--- config.mk ---
export PLATFORM = sky130hd
export DESIGN_NAME = brc_ctrl
export DESIGN_NICKNAME = d
export VERILOG_FILES = /design/src/hw/brc_pkg.sv /design/src/hw/brc_ctrl.sv
export SDC_FILE = /design/constraint.sdc
export NUM_CORES = 1
export LEC_CHECK = 0
export BUFFER_PORTS_ARGS = -buffer_cell sky130_fd_sc_hd__buf_2
export CAP_MARGIN = 30
export CELL_PAD_IN_SITES_DETAIL_PLACEMENT = 1
export CELL_PAD_IN_SITES_GLOBAL_PLACEMENT = 1
export CORE_MARGIN = 5
export CORE_UTILIZATION = 30
export DETAILED_ROUTE_END_ITERATION = 7
export PLACE_DENSITY = 0.6
export SYNTH_ARGS = -nofsm -noshare
export SYNTH_HDL_FRONTEND = slang
export SYNTH_SLANG_ARGS = --single-unit
--- constraint.sdc ---
create_clock -name clk_i -period 3.3 [get_ports clk_i]
set_clock_uncertainty 0.15 [all_clocks]
set_input_delay 0.495 -clock clk_i [delete_from_list [all_inputs] [get_ports clk_i]]
set_output_delay 0.495 -clock clk_i [all_outputs]
set_load 0.01 [all_outputs]
--- src/hw/brc_pkg.sv ---
package brc_pkg;
  // Register byte addresses
  localparam logic [3:0] REG_REF_CTRL     = 4'h0;
  localparam logic [3:0] REG_DET_CTRL     = 4'h4;
  localparam logic [3:0] REG_LOW_FLAG     = 4'h8;
  localparam logic [3:0] REG_SYS_CTRL     = 4'hC;
  // Field positions, analog_reference_control
  localparam int HIGH_REF_EN_BIT   = 7;
  localparam int LOW_REF_EN_BIT    = 6;
  localparam int HIGH_REF_OE_BIT   = 5;
  localparam int LOW_REF_OE_BIT    = 4;
  // Field positions, supply_detect_control
  localparam int BG_STABLE_BIT     = 5;
  localparam int DET_EN_BIT        = 4;
  localparam int TRIP_LSB          = 0;
  localparam int TRIP_W            = 4;
  // Field positions, own registers
  localparam int LOW_FLAG_BIT      = 0;
  localparam int LOW_IRQ_EN_BIT    = 1;
  localparam int BROWNOUT_EN_BIT   = 0;
  localparam int ASYNC_STABLE_BIT  = 1;
  // Reset values and external trip code
  localparam logic [7:0] REF_CTRL_RST = 8'h00;
  localparam logic [3:0] TRIP_RST     = 4'h5;
  localparam logic [3:0] TRIP_EXTERNAL = 4'hF;
  // Timing
  localparam int CLK_MHZ          = 250;
  localparam int BG_STARTUP_US    = 50;
  localparam int BG_STARTUP_CYC   = BG_STARTUP_US * CLK_MHZ;
  localparam logic [1:0] RESP_OKAY   = 2'h0;
  localparam logic [1:0] RESP_SLVERR = 2'h2;
  typedef enum logic [1:0] {
    BRC_BG_OFF    = 2'b00,
    BRC_BG_START  = 2'b01,
    BRC_BG_STABLE = 2'b10
  } brc_bg_e;
endpackage

--- src/hw/brc_ctrl.sv ---
// The register addresses and the AXI4-Lite interface to the registers were decided locally.
`timescale 1ns/1ps
// Operation
// (RQ1) Bandgap powered while any user enabled
// (RQ2) Bit 7 enables high internal reference
// (RQ3) Bit 6 enables low internal reference
// (RQ4) Pin output only while reference enabled
// (RQ5) Pin otherwise stays general purpose I/O
// (RQ6) Bandgap stable within 50 us
// (RQ7) Software waits for stable before use
// (RQ8) Detect control bit 4 enables detector
// (RQ9) Low supply sets flag, requests interrupt
// (RQ10) Low supply interrupt wakes from sleep
// (RQ11) Bits 3:0 choose trip level
// (RQ12) Flag clear ignored while supply low
// (RQ13) Software clears irq enable after first
// (RQ14) Program trip level before enable
// (RQ15) Flag blocked until bandgap stable
// (RQ16) Stable flag at detect control bit 5
// (RQ17) Code 1111 selects external trip pin
// (RQ18) Software avoids unused trip codes
// (RQ19) Detector off powers bandgap down if unused
// (RQ20) Stable flag read-only, bits 7:6 zero
// (RQ21) Stability by macro input or counter
// (RQ22) Reference control low bits read zero
module brc_ctrl
  import brc_pkg::*;
#(
  parameter int STARTUP_CYCLES = BG_STARTUP_CYC
) (
  // Clock and reset
  input  wire logic        clk_i,
  input  wire logic        nrst_i,
  // AXI4-Lite write
  input  wire logic [3:0]  s_axi_awaddr,
  input  wire logic        s_axi_awvalid,
  output logic             s_axi_awready,
  input  wire logic [31:0] s_axi_wdata,
  input  wire logic [3:0]  s_axi_wstrb,
  input  wire logic        s_axi_wvalid,
  output logic             s_axi_wready,
  output logic [1:0]       s_axi_bresp,
  output logic             s_axi_bvalid,
  input  wire logic        s_axi_bready,
  // AXI4-Lite read
  input  wire logic [3:0]  s_axi_araddr,
  input  wire logic        s_axi_arvalid,
  output logic             s_axi_arready,
  output logic [31:0]      s_axi_rdata,
  output logic [1:0]       s_axi_rresp,
  output logic             s_axi_rvalid,
  input  wire logic        s_axi_rready,
  // Analog macro
  input  wire logic        low_supply_cmp_i,
  input  wire logic        bg_ready_i,
  input  wire logic        sleep_i,
  output logic             bg_power_o,
  output logic             high_ref_amp_en_o,
  output logic             low_ref_amp_en_o,
  output logic             trip_ext_sel_o,
  output logic [3:0]       trip_level_o,
  output logic             high_ref_pin_drive_o,
  output logic             low_ref_pin_drive_o,
  // System
  output logic             low_supply_irq_o,
  output logic             wake_o
);

  // Register state
  logic [3:0] ref_ctrl_r;
  logic       det_en_r;
  logic [3:0] trip_r;
  logic       irq_en_r;
  logic       flag_r;
  logic       brownout_en_r;
  logic       use_macro_r;
  brc_bg_e    bg_state_r;
  logic [31:0] bg_cnt_r;
  logic       cmp_s1_r, cmp_s2_r, rdy_s1_r, rdy_s2_r;

  // Write channel state
  logic        aw_hold_r, w_hold_r;
  logic [3:0]  aw_addr_r;
  logic [31:0] w_data_r;
  logic [3:0]  w_strb_r;
  logic        do_write;
  logic        bg_need, bg_stable;

  function automatic logic reg_mapped(input logic [3:0] a);
    reg_mapped = (a == REG_REF_CTRL) || (a == REG_DET_CTRL) ||
                 (a == REG_LOW_FLAG) || (a == REG_SYS_CTRL);
  endfunction

  // Synchronisers for analog inputs
  always_ff @(posedge clk_i or negedge nrst_i)
    if (!nrst_i)
    begin
      cmp_s1_r <= 1'b0;
      cmp_s2_r <= 1'b0;
      rdy_s1_r <= 1'b0;
      rdy_s2_r <= 1'b0;
    end
    else
    begin
      cmp_s1_r <= low_supply_cmp_i;
      cmp_s2_r <= cmp_s1_r;
      rdy_s1_r <= bg_ready_i;
      rdy_s2_r <= rdy_s1_r;
    end

  assign bg_need = brownout_en_r | det_en_r |
                   ref_ctrl_r[3] | ref_ctrl_r[2]; // RQ1 RQ19
  assign bg_stable = (bg_state_r == BRC_BG_STABLE);

  // Write address and data capture, either order
  assign do_write = aw_hold_r && w_hold_r && !s_axi_bvalid;
  always_ff @(posedge clk_i or negedge nrst_i)
    if (!nrst_i)
    begin
      aw_hold_r <= 1'b0;
      w_hold_r  <= 1'b0;
      aw_addr_r <= 4'h0;
      w_data_r  <= 32'h0000_0000;
      w_strb_r  <= 4'h0;
      s_axi_awready <= 1'b0;
      s_axi_wready  <= 1'b0;
      s_axi_bvalid  <= 1'b0;
      s_axi_bresp   <= RESP_OKAY;
    end
    else
    begin
      s_axi_awready <= !aw_hold_r && !s_axi_awready && s_axi_awvalid;
      s_axi_wready  <= !w_hold_r && !s_axi_wready && s_axi_wvalid;
      if (s_axi_awready && s_axi_awvalid)
      begin
        aw_hold_r <= 1'b1;
        aw_addr_r <= s_axi_awaddr;
      end
      if (s_axi_wready && s_axi_wvalid)
      begin
        w_hold_r <= 1'b1;
        w_data_r <= s_axi_wdata;
        w_strb_r <= s_axi_wstrb;
      end
      if (do_write)
      begin
        aw_hold_r    <= 1'b0;
        w_hold_r     <= 1'b0;
        s_axi_bvalid <= 1'b1;
        s_axi_bresp  <= reg_mapped(aw_addr_r) ? RESP_OKAY : RESP_SLVERR;
      end
      else if (s_axi_bvalid && s_axi_bready)
        s_axi_bvalid <= 1'b0;
    end

  // Software-written control bits
  always_ff @(posedge clk_i or negedge nrst_i)
    if (!nrst_i)
    begin
      ref_ctrl_r    <= REF_CTRL_RST[7:4];
      det_en_r      <= 1'b0;
      trip_r        <= TRIP_RST;
      irq_en_r      <= 1'b0;
      brownout_en_r <= 1'b0;
      use_macro_r   <= 1'b0;
    end
    else if (do_write && w_strb_r[0])
    begin
      case (aw_addr_r)
        REG_REF_CTRL: ref_ctrl_r <= w_data_r[7:4]; // RQ2 RQ3 RQ22
        REG_DET_CTRL:
        begin
          det_en_r <= w_data_r[DET_EN_BIT]; // RQ8 RQ19
          trip_r   <= w_data_r[TRIP_LSB +: TRIP_W]; // RQ11
        end
        REG_LOW_FLAG: irq_en_r <= w_data_r[LOW_IRQ_EN_BIT];
        REG_SYS_CTRL:
        begin
          brownout_en_r <= w_data_r[BROWNOUT_EN_BIT];
          use_macro_r   <= w_data_r[ASYNC_STABLE_BIT];
        end
        default: ;
      endcase
    end

  // Bandgap start-up tracking
  always_ff @(posedge clk_i or negedge nrst_i)
    if (!nrst_i)
    begin
      bg_state_r <= BRC_BG_OFF;
      bg_cnt_r   <= 32'h0000_0000;
    end
    else if (!bg_need)
    begin
      bg_state_r <= BRC_BG_OFF; // RQ1
      bg_cnt_r   <= 32'h0000_0000;
    end
    else
    begin
      case (bg_state_r)
        BRC_BG_OFF:
        begin
          bg_state_r <= BRC_BG_START; // RQ21
          bg_cnt_r   <= 32'h0000_0000;
        end
        BRC_BG_START:
        begin
          bg_cnt_r <= bg_cnt_r + 32'h0000_0001;
          if (use_macro_r ? rdy_s2_r
              : (bg_cnt_r >= 32'(STARTUP_CYCLES - 1))) // RQ6 RQ21
            bg_state_r <= BRC_BG_STABLE;
        end
        BRC_BG_STABLE: bg_state_r <= BRC_BG_STABLE;
        default: bg_state_r <= BRC_BG_OFF;
      endcase
    end

  // Low supply flag; set wins over clear
  always_ff @(posedge clk_i or negedge nrst_i)
    if (!nrst_i)
      flag_r <= 1'b0;
    else if (det_en_r && bg_stable && cmp_s2_r) // RQ9 RQ12 RQ15
      flag_r <= 1'b1;
    else if (do_write && w_strb_r[0] && aw_addr_r == REG_LOW_FLAG &&
             !w_data_r[LOW_FLAG_BIT])
      flag_r <= 1'b0;

  // Outputs to analog, pins and system
  always_ff @(posedge clk_i or negedge nrst_i)
    if (!nrst_i)
    begin
      bg_power_o           <= 1'b0;
      high_ref_amp_en_o    <= 1'b0;
      low_ref_amp_en_o     <= 1'b0;
      trip_ext_sel_o       <= 1'b0;
      trip_level_o         <= TRIP_RST;
      high_ref_pin_drive_o <= 1'b0;
      low_ref_pin_drive_o  <= 1'b0;
      low_supply_irq_o     <= 1'b0;
      wake_o               <= 1'b0;
    end
    else
    begin
      bg_power_o        <= bg_need; // RQ1 RQ19
      high_ref_amp_en_o <= ref_ctrl_r[3]; // RQ2
      low_ref_amp_en_o  <= ref_ctrl_r[2]; // RQ3
      trip_ext_sel_o    <= (trip_r == TRIP_EXTERNAL); // RQ17
      trip_level_o      <= trip_r;
      high_ref_pin_drive_o <= ref_ctrl_r[3] & ref_ctrl_r[1]; // RQ4 RQ5
      low_ref_pin_drive_o  <= ref_ctrl_r[2] & ref_ctrl_r[0]; // RQ4 RQ5
      low_supply_irq_o  <= flag_r & irq_en_r; // RQ9
      wake_o            <= flag_r & irq_en_r & sleep_i; // RQ10
    end

  // Read channel
  always_ff @(posedge clk_i or negedge nrst_i)
    if (!nrst_i)
    begin
      s_axi_arready <= 1'b0;
      s_axi_rvalid  <= 1'b0;
      s_axi_rdata   <= 32'h0000_0000;
      s_axi_rresp   <= RESP_OKAY;
    end
    else
    begin
      s_axi_arready <= !s_axi_arready && !s_axi_rvalid && s_axi_arvalid;
      if (s_axi_arready && s_axi_arvalid)
      begin
        s_axi_rvalid <= 1'b1;
        s_axi_rresp  <= reg_mapped(s_axi_araddr) ? RESP_OKAY : RESP_SLVERR;
        case (s_axi_araddr)
          REG_REF_CTRL: s_axi_rdata <= {24'h0, ref_ctrl_r, 4'h0}; // RQ22
          REG_DET_CTRL: s_axi_rdata <= {24'h0, 2'b00, bg_stable,
                                        det_en_r, trip_r}; // RQ16 RQ20
          REG_LOW_FLAG: s_axi_rdata <= {30'h0, irq_en_r, flag_r};
          REG_SYS_CTRL: s_axi_rdata <= {30'h0, use_macro_r, brownout_en_r};
          default:      s_axi_rdata <= 32'h0000_0000;
        endcase
      end
      else if (s_axi_rvalid && s_axi_rready)
        s_axi_rvalid <= 1'b0;
    end

  // Checks
  property p_bg_power;
    @(posedge clk_i) disable iff (!nrst_i)
    1'b1 |=> (bg_power_o == $past(bg_need));
  endproperty
  a_bg_power: assert property (p_bg_power) // RQ1
    else $error("bandgap power not following users");

  property p_pin_gate;
    @(posedge clk_i) disable iff (!nrst_i)
    high_ref_pin_drive_o |-> $past(ref_ctrl_r[3]);
  endproperty
  a_pin_gate: assert property (p_pin_gate) // RQ4
    else $error("high ref pin driven while reference off");

  property p_pin_gate_low;
    @(posedge clk_i) disable iff (!nrst_i)
    low_ref_pin_drive_o |-> $past(ref_ctrl_r[2]);
  endproperty
  a_pin_gate_low: assert property (p_pin_gate_low) // RQ4
    else $error("low ref pin driven while reference off");

  property p_startup;
    @(posedge clk_i) disable iff (!nrst_i)
    $rose(bg_need) && !use_macro_r ##1 bg_need [*8] |->
      !bg_stable || (STARTUP_CYCLES < 8);
  endproperty
  a_startup: assert property (p_startup) // RQ6
    else $error("bandgap stable too early");

  property p_flag_block;
    @(posedge clk_i) disable iff (!nrst_i)
    $rose(flag_r) |-> $past(bg_stable) && $past(det_en_r);
  endproperty
  a_flag_block: assert property (p_flag_block) // RQ15
    else $error("low flag set before bandgap stable");

  property p_flag_sticky;
    @(posedge clk_i) disable iff (!nrst_i)
    $fell(flag_r) |-> !$past(det_en_r && bg_stable && cmp_s2_r);
  endproperty
  a_flag_sticky: assert property (p_flag_sticky) // RQ12
    else $error("low flag cleared while supply low");

  property p_irq;
    @(posedge clk_i) disable iff (!nrst_i)
    flag_r && irq_en_r |=> low_supply_irq_o;
  endproperty
  a_irq: assert property (p_irq) // RQ9
    else $error("interrupt not raised");

  property p_wake;
    @(posedge clk_i) disable iff (!nrst_i)
    wake_o |-> low_supply_irq_o;
  endproperty
  a_wake: assert property (p_wake) // RQ10
    else $error("wake without interrupt");

  property p_ext;
    @(posedge clk_i) disable iff (!nrst_i)
    trip_ext_sel_o |-> trip_level_o == TRIP_EXTERNAL;
  endproperty
  a_ext: assert property (p_ext) // RQ17
    else $error("external trip select mismatch");

  property p_off;
    @(posedge clk_i) disable iff (!nrst_i)
    !bg_need |=> !bg_stable;
  endproperty
  a_off: assert property (p_off) // RQ19
    else $error("stable while bandgap unpowered");

  c_stable: cover property (@(posedge clk_i) $rose(bg_stable));
  c_flag:   cover property (@(posedge clk_i) $rose(flag_r));
  c_wake:   cover property (@(posedge clk_i) $rose(wake_o));
  c_pin:    cover property (@(posedge clk_i) $rose(low_ref_pin_drive_o));

endmodule

==> summary.md, run 1 <==
| Metric | Value |
|---|---|
| Outcome | finished clean |
| Gpl congestion | ~0.77 |
| Worst Path Arrival | roughly 2.6 ns |
| Mux cell area share after synthesis | 0.0739 |
| Final period util | 0.738 |
| Cells after synthesis | approximately 430 |
| Placeable Area | 15000 um^2 |
| Post-CTS Setup Bufs | 0 |
| Multi-input logic area | about 2000 um^2 |
| Most frequent cells in the layout | 89 x dfrtp_1, 52 x buf_2, 34 x nand2_1, 28 x mux2_2, 26 x conb_1 |
| Hold Buf Count CTS | 0 |
| Max incr delay on CP | approximately 0.79 ns |
| Area Overhead vs Synth | 14.6% |
| GR Overflow Total | 0 |
| Synth async-reset ratio | 1.00 |
| Top Family by Delay on Critical Path | simple AND/OR/NAND/NOR gates |
| Simple-gate area share of the yosys netlist | 0.178 |
| DP HPWL | 8600 um |
| CP Launch Type | register |
| Min Hold Slack | 0.00882 ns |
| YS warnings | 0 |
| Final Hold Viols | 0 |
| Final worst setup slack | slightly below 0.9 ns |
| Latest clock arrival within the worst-skew pair | 0.35 ns |
| Synth Area in Adders | 0.0110 |
| Synth Area per Inst | between 10 and 15 um^2 |
| Max Fclk | 411 MHz |
| Post_cts resized | 0 |
| Largest family of logic cells by synthesized area | simple AND/OR/NAND/NOR gates |
| Antenna Cells | 0 |
| Highest-delay cell along the critical path | nor2_1 |
| R2R Path End | bg_cnt_r[11] |
| Rows | between 40 and 50 |
| Die X | 133 um |
| Max Slew Vio Count | 0 |
| Final setup viols | 0 |
| Global-route wire length before repair | between 15000 and 20000 um |
| Synthesized flop and latch total | 93 |
| Max Buffers Root-to-Sink | 2 |
| DRC viols | 0 |
| Htree depth | 3 |
| EDFF count, synth | 0 |
| DR iter-0 viols | ~250 |
| Crit path cell chain | inv_1 -> ha_1 -> or2_2 -> nor2_1 -> o31ai_1 -> a21oi_1 |
| Most common library cell in the layout ignoring fill and taps | dfrtp_1 |
| # fillers | between 1500 and 2000 |
| FF+latch area | 2330 um^2 |
| CP Capture Type | register |
| Worst-Margin Slew | between 1 and 1.5 ns |
| Unrepaired setup endpoints after global routing | no |
| Hold crit path type | in -> async |
| Power density of the placed cells | roughly 660 nW/um^2 |
| Clock Tree Root | clkbuf_16 |
| Slew HR | 0.313 |
| Layout net count | 534 |
| Netlist Area Pre-Place | approximately 4500 um^2 |
| Worst Path Required | approximately 3.4 ns |
| Final worst path period need | between 2 and 2.5 ns |
| Sum Neg Setup Slack | 0 ns |
| Detailed Route WL | about 12000 um |
| Inserted Clock Buffers | 9 |
| Antenna-violating nets left | 0 |
| DR pass1 iterations | 4 |
| DR vias/cell | roughly 5.2 |
| Main synth FF type | dfrtp_1 |
| Post-Place Cells | 653 |
| Antenna violations before repair | 0 |
| Peak supply drop | 315 uV |
| Sequential element share of the synthesized area | 0.514 |
| CTS tree | built |
| Origin of the critical flop-to-flop path | bg_state_r[0] |
| Worst Path Max Fanout | 13 |
| Gr usage total | 0.137 |
| Layout cells sized above 1 | 0.254 |
| P_leak | about 2.3 nW |
| Vias in the first global route | around 3600 |
| Die Y | approximately 130 um |
| MaxCap Viol Count | 0 |
| Xor and xnor area share after synthesis | 0.0116 |
| Distinct cells, synth | 60 |
| Reg2Reg Setup Slack | between 0.8 and 0.9 ns |
| Reg2Reg Depth | 6 |
| Port Buffer Count | 53 |
| Largest net degree at the start of global routing | 47 |
| CP Class | reg -> reg |
| Layout Cells excl Fill | 669 |
| Via count | between 3000 and 4000 |
| Number of top-level pins | between 100 and 150 |
| Synth Area in Compound Gates | 0.141 |
| Final core utilization | 0.346 |
| Average wire per cell in the routed design | 17.6 um |
| Clk sink count | between 90 and 100 |
| Placement Setup Slack | around 0.9 ns |
| Die area | around 18000 um^2 |
| Initial core utilization | 0.302 |
| WP buf/inv | 1 |
| Clk slew on worst S/H paths | about 0.070 ns |
## worst max path at each step
stage | from | to | slack (ns) | cells past startpoint
finish | bg_state_r[0] | bg_cnt_r[11] | 0.86 | 6
global route | bg_state_r[0] | bg_cnt_r[11] | 0.74 | 6
CTS | bg_state_r[0] | bg_cnt_r[11] | 0.88 | 6
detailed placement | bg_state_r[0] | bg_cnt_r[11] | 0.90 | 6
global placement | ref_ctrl_r[2] | bg_cnt_r[31] | 0.98 | 4
floorplan | bg_cnt_r[0] | bg_cnt_r[26] | 1.21 | 6
## metrics by stage
step | instance area [um^2] | total power, mW
floorplan | 4630 | 2.12
global placement | 4910 | 2.41
detailed placement | 4910 | 2.45
CTS | 5200 | 3.48
global route | 5200 | 3.66
finish | 5200 | 3.43
## report_power, final
part	internal, mW	total (mW)	switching (mW)
Combinational	0.328	0.833	0.505
Sequential	1.38	1.57	0.196
Clock	0.559	1.02	0.461
Total	2.27	3.43	1.16
## worst register-to-register path, stage by stage (launching register included)
cell and delay (ns):
dfrtp_1 0.39, inv_1 0.08, ha_1 0.24, or2_2 0.34, nor2_1 0.79, o31ai_1 0.21
a21oi_1 0.17
## sequential cells by signal, indices dropped and copies added (netlist names), 2 cells and up
name,flops
bg_cnt_r,32
bg_state_r,2
s_axi_rdata,8
ref_ctrl_r,4
trip_r,4
aw_addr_r,4
w_data_r,8
trip_level_o,4
## metal layers
layer	GRT usage	share of wire	wire length (um)	vias to the layer above
met3	0.0323	0.035	409	9
met5	0	0	0	-
met1	0.184	0.46	5480	1754
li1	-	-	-	1628
met2	0.220	0.49	5770	61
met4	0.0387	0.012	136	0
## layout make-up
type	instances	share of cell area
flip-flops and latches	93	0.448
multi-input cells	302	0.382
repair buffers	59	0.0601
clock buffers	11	0.0486
well taps	188	0.0452
clock inverters	5	0.00793
inverters	11	0.00793
## synthesized netlist by cell type, types with 6 or more instances
cell type	instances	area share
nand4_1	9	0.012
o31ai_1	6	0.0099
and2_1	6	0.0083
and4_1	8	0.015
nand3_1	15	0.017
clkbuf_1	10	0.0083
a21oi_1	13	0.014
nor2_1	18	0.015
inv_1	10	0.0083
nor3_1	7	0.0077
a31oi_1	11	0.015
buf_2	7	0.0077
mux2_2	28	0.069
nor4_1	15	0.021
o21ai_0	24	0.026
nand2_1	34	0.028
buf_4	26	0.043
dfrtp_1	89	0.49
## logic make-up (layout without fill, tap and decap cells)
family / after synthesis / count (layout)
AO/OA/AOI/OAI: 94 / 94
XOR/XNOR: 6 / 6
adder cells (fa/ha/maj): 4 / 4
buffers and inverters: 55 / 86
flip-flops: 93 / 93
multiplexers: 30 / 30
other: 1 / 26
AND/OR/NAND/NOR: 142 / 142
Power figures use the tool's default switching activity.
==> run 2: changes to the inputs <==
--- a/config.mk
+++ b/config.mk
@@ -12,7 +12,7 @@
 export CORE_MARGIN = 5
 export CORE_UTILIZATION = 30
 export DETAILED_ROUTE_END_ITERATION = 7
-export PLACE_DENSITY = 0.6
+export PLACE_DENSITY = 0.62
 export SYNTH_ARGS = -nofsm -noshare
 export SYNTH_HDL_FRONTEND = slang
 export SYNTH_SLANG_ARGS = --single-unit
==> constraint.sdc (replaced) <==
create_clock -name clk_i -period 2.1 [get_ports clk_i]
set_clock_uncertainty 0.15 [all_clocks]
set_input_delay 0.315 -clock clk_i [delete_from_list [all_inputs] [get_ports clk_i]]
set_output_delay 0.315 -clock clk_i [all_outputs]
set_load 0.01 [all_outputs]
==> run 2 against run 1 <==
  * Setup slack lost 0.83 ns
  * Worst hold slack better by 0.033 ns
  * Non-clock buffer count increased by 37
  * Clock power grew 77%
  * Via count grew 3.6%
  * Clock-buffer cell count down 2
  * Fmax is 18% higher
  * Largest power group unchanged
==> summary.md, run 2 (same netlist as run 1, synthesis figures left out) <==
| Metric | Value |
|---|---|
| Outcome | finished clean |
| Pwr Total | a little under 6 mW |
| Layout net count | about 570 |
| Rows | between 40 and 50 |
| Largest net degree at the start of global routing | 44 |
| Die area | between 15000 and 20000 um^2 |
| Peak supply drop | ~580 uV |
| Max FFs per register | 32 |
| # fillers | 1670 |
| CTS tree | built |
| Max incr delay on CP | 0.63 ns |
| Max Slew Vio Count | 0 |
| CP Launch Type | register |
| Max Buffers Root-to-Sink | 2 |
| Port Buffer Count | 53 |
| Reg2Reg Setup Slack | about 0.034 ns |
| DR vias/cell | 5.07 |
| Multi-input logic area | 2050 um^2 |
| GR Overflow Total | 0 |
| Final core utilization | 0.374 |
| Most frequent cells in the layout | 86 x dfrtp_1, 52 x buf_2, 37 x buf_4, 34 x nand2_1, 28 x mux2_2 |
| FF+latch area | between 2000 and 2500 um^2 |
| Highest-delay cell along the critical path | or4_4 |
| Clock Tree Root | clkbuf_16 |
| Vias in the first global route | approximately 3900 |
| Power density of the placed cells | between 1000 and 1500 nW/um^2 |
| Antenna violations before repair | 0 |
| Worst Path Arrival | 2.15 ns |
| Hold crit path type | in -> reg |
| P_leak | roughly 2.5 nW |
| Number of top-level pins | approximately 110 |
| Most common library cell in the layout ignoring fill and taps | dfrtp_1 |
| Htree depth | 3 |
| Average wire per cell in the routed design | roughly 17 um |
| Layout cells sized above 1 | 0.319 |
| Initial core utilization | 0.302 |
| Placeable Area | about 15000 um^2 |
| DRC viols | 0 |
| Gr usage total | 0.143 |
| DP HPWL | ~9000 um |
| Slew HR | 0.615 |
| Clk sink count | a little over 90 |
| DR iter-0 viols | ~200 |
| Max Fclk | about 480 MHz |
| Worst Path Required | ~2.2 ns |
| Detailed Route WL | about 12000 um |
| Latest clock arrival within the worst-skew pair | 0.35 ns |
| Antenna-violating nets left | 0 |
| Gpl congestion | between 0.8 and 0.9 |
| Final setup viols | 0 |
| Top Family by Delay on Critical Path | simple AND/OR/NAND/NOR gates |
| Most flop-heavy register | bg_cnt_r |
| Antenna Cells | 0 |
| Worst Path Max Fanout | 8 |
| Final worst path period need | 2.07 ns |
| Crit path cell chain | ha_4 -> nand4_4 -> or4_4 -> o31a_1 -> o22a_1 |
| Clk slew on worst S/H paths | about 0.070 ns |
| MaxCap Viol Count | 0 |
| Inserted Clock Buffers | 9 |
| Area Overhead vs Synth | 24.0% |
| Via count | 3577 |
| Die Y | between 100 and 150 um |
| DR pass1 iterations | 4 |
| CP Capture Type | register |
| Final Hold Viols | 0 |
| Worst-Margin Slew | 0.578 ns |
| WP buf/inv | 0 |
| Global-route wire length before repair | between 20000 and 25000 um |
| CP Class | reg -> reg |
| Die X | roughly 130 um |
| Top Registers | bg_cnt_r (32), s_axi_rdata (8), w_data_r (8) |
| Final period util | 0.984 |
-- run 2: cell types whose count changed in the layout (fill, tap and decap cells not counted), moves of 3 or more --
cell and change:
dfrtp_1 -3, dlygate4sd3_1 +4, nor4_1 -3, buf_4 +30
dfrtp_2 +3, buf_12 +3
-- run 2: final cells by class --
cell class / count / area share
Tap cell: 188 / 0.0418
Clock inverter: 7 / 0.0185
Multi-Input combinational cell: 302 / 0.364
Sequential cell: 93 / 0.415
Inverter: 11 / 0.00734
Timing Repair Buffer: 96 / 0.113
Clock buffer: 9 / 0.0400
-- run 2: per-stage QoR --
stage | hold WS, ns | cell area (um^2) | setup TNS [ns] | worst slack, ns | instances
2_1_floorplan | -0.131 | 4630 | 0 | 0.0147 | 450
3_3_place_gp | 0.188 | 5170 | 0 | 0.0332 | 683
3_5_place_dp | 0.194 | 5170 | -0.0961 | -0.0575 | 683
4_1_cts | 0.0289 | 5540 | -0.0181 | -0.0181 | 703
5_1_grt | 0.0313 | 5630 | -0.0459 | -0.0242 | 706
6_report | 0.0421 | 5630 | 0 | 0.0344 | 706
-- run 2: timing repair --
action,CTS,global route
hold buffers,4,0
resized for setup,1,14
pin swaps,0,5
setup buffers,0,3
endpoints found under the hold margin,39,0
endpoints found under the setup margin,2,17
-- run 2: metal layers --
layer	track usage	part of all wire	vias to the layer above
met5	0	0	-
met4	0.0543	0.017	0
met3	0.0251	0.039	13
met2	0.227	0.48	85
met1	0.194	0.47	1774
li1	-	-	1705
-- run 2: worst paths after layout --
path | startpoint | end | cells past startpoint
min in group asynchronous | nrst_i | ref_ctrl_r[1] | 2
min | s_axi_wdata[2] | w_data_r[2] | 2
max | bg_cnt_r[0] | bg_cnt_r[26] | 5
max reg2reg | bg_cnt_r[0] | bg_cnt_r[26] | 5
min reg2reg | rdy_s1_r | rdy_s2_r | 0
max in group asynchronous | nrst_i | trip_r[2] | 3
-- run 2: power breakdown --
part	internal [mW]	switching, mW	total [mW]
logic	0.728	0.902	1.63
clock network	1.06	0.748	1.81
registers	2.17	0.282	2.45
total	3.95	1.93	5.89
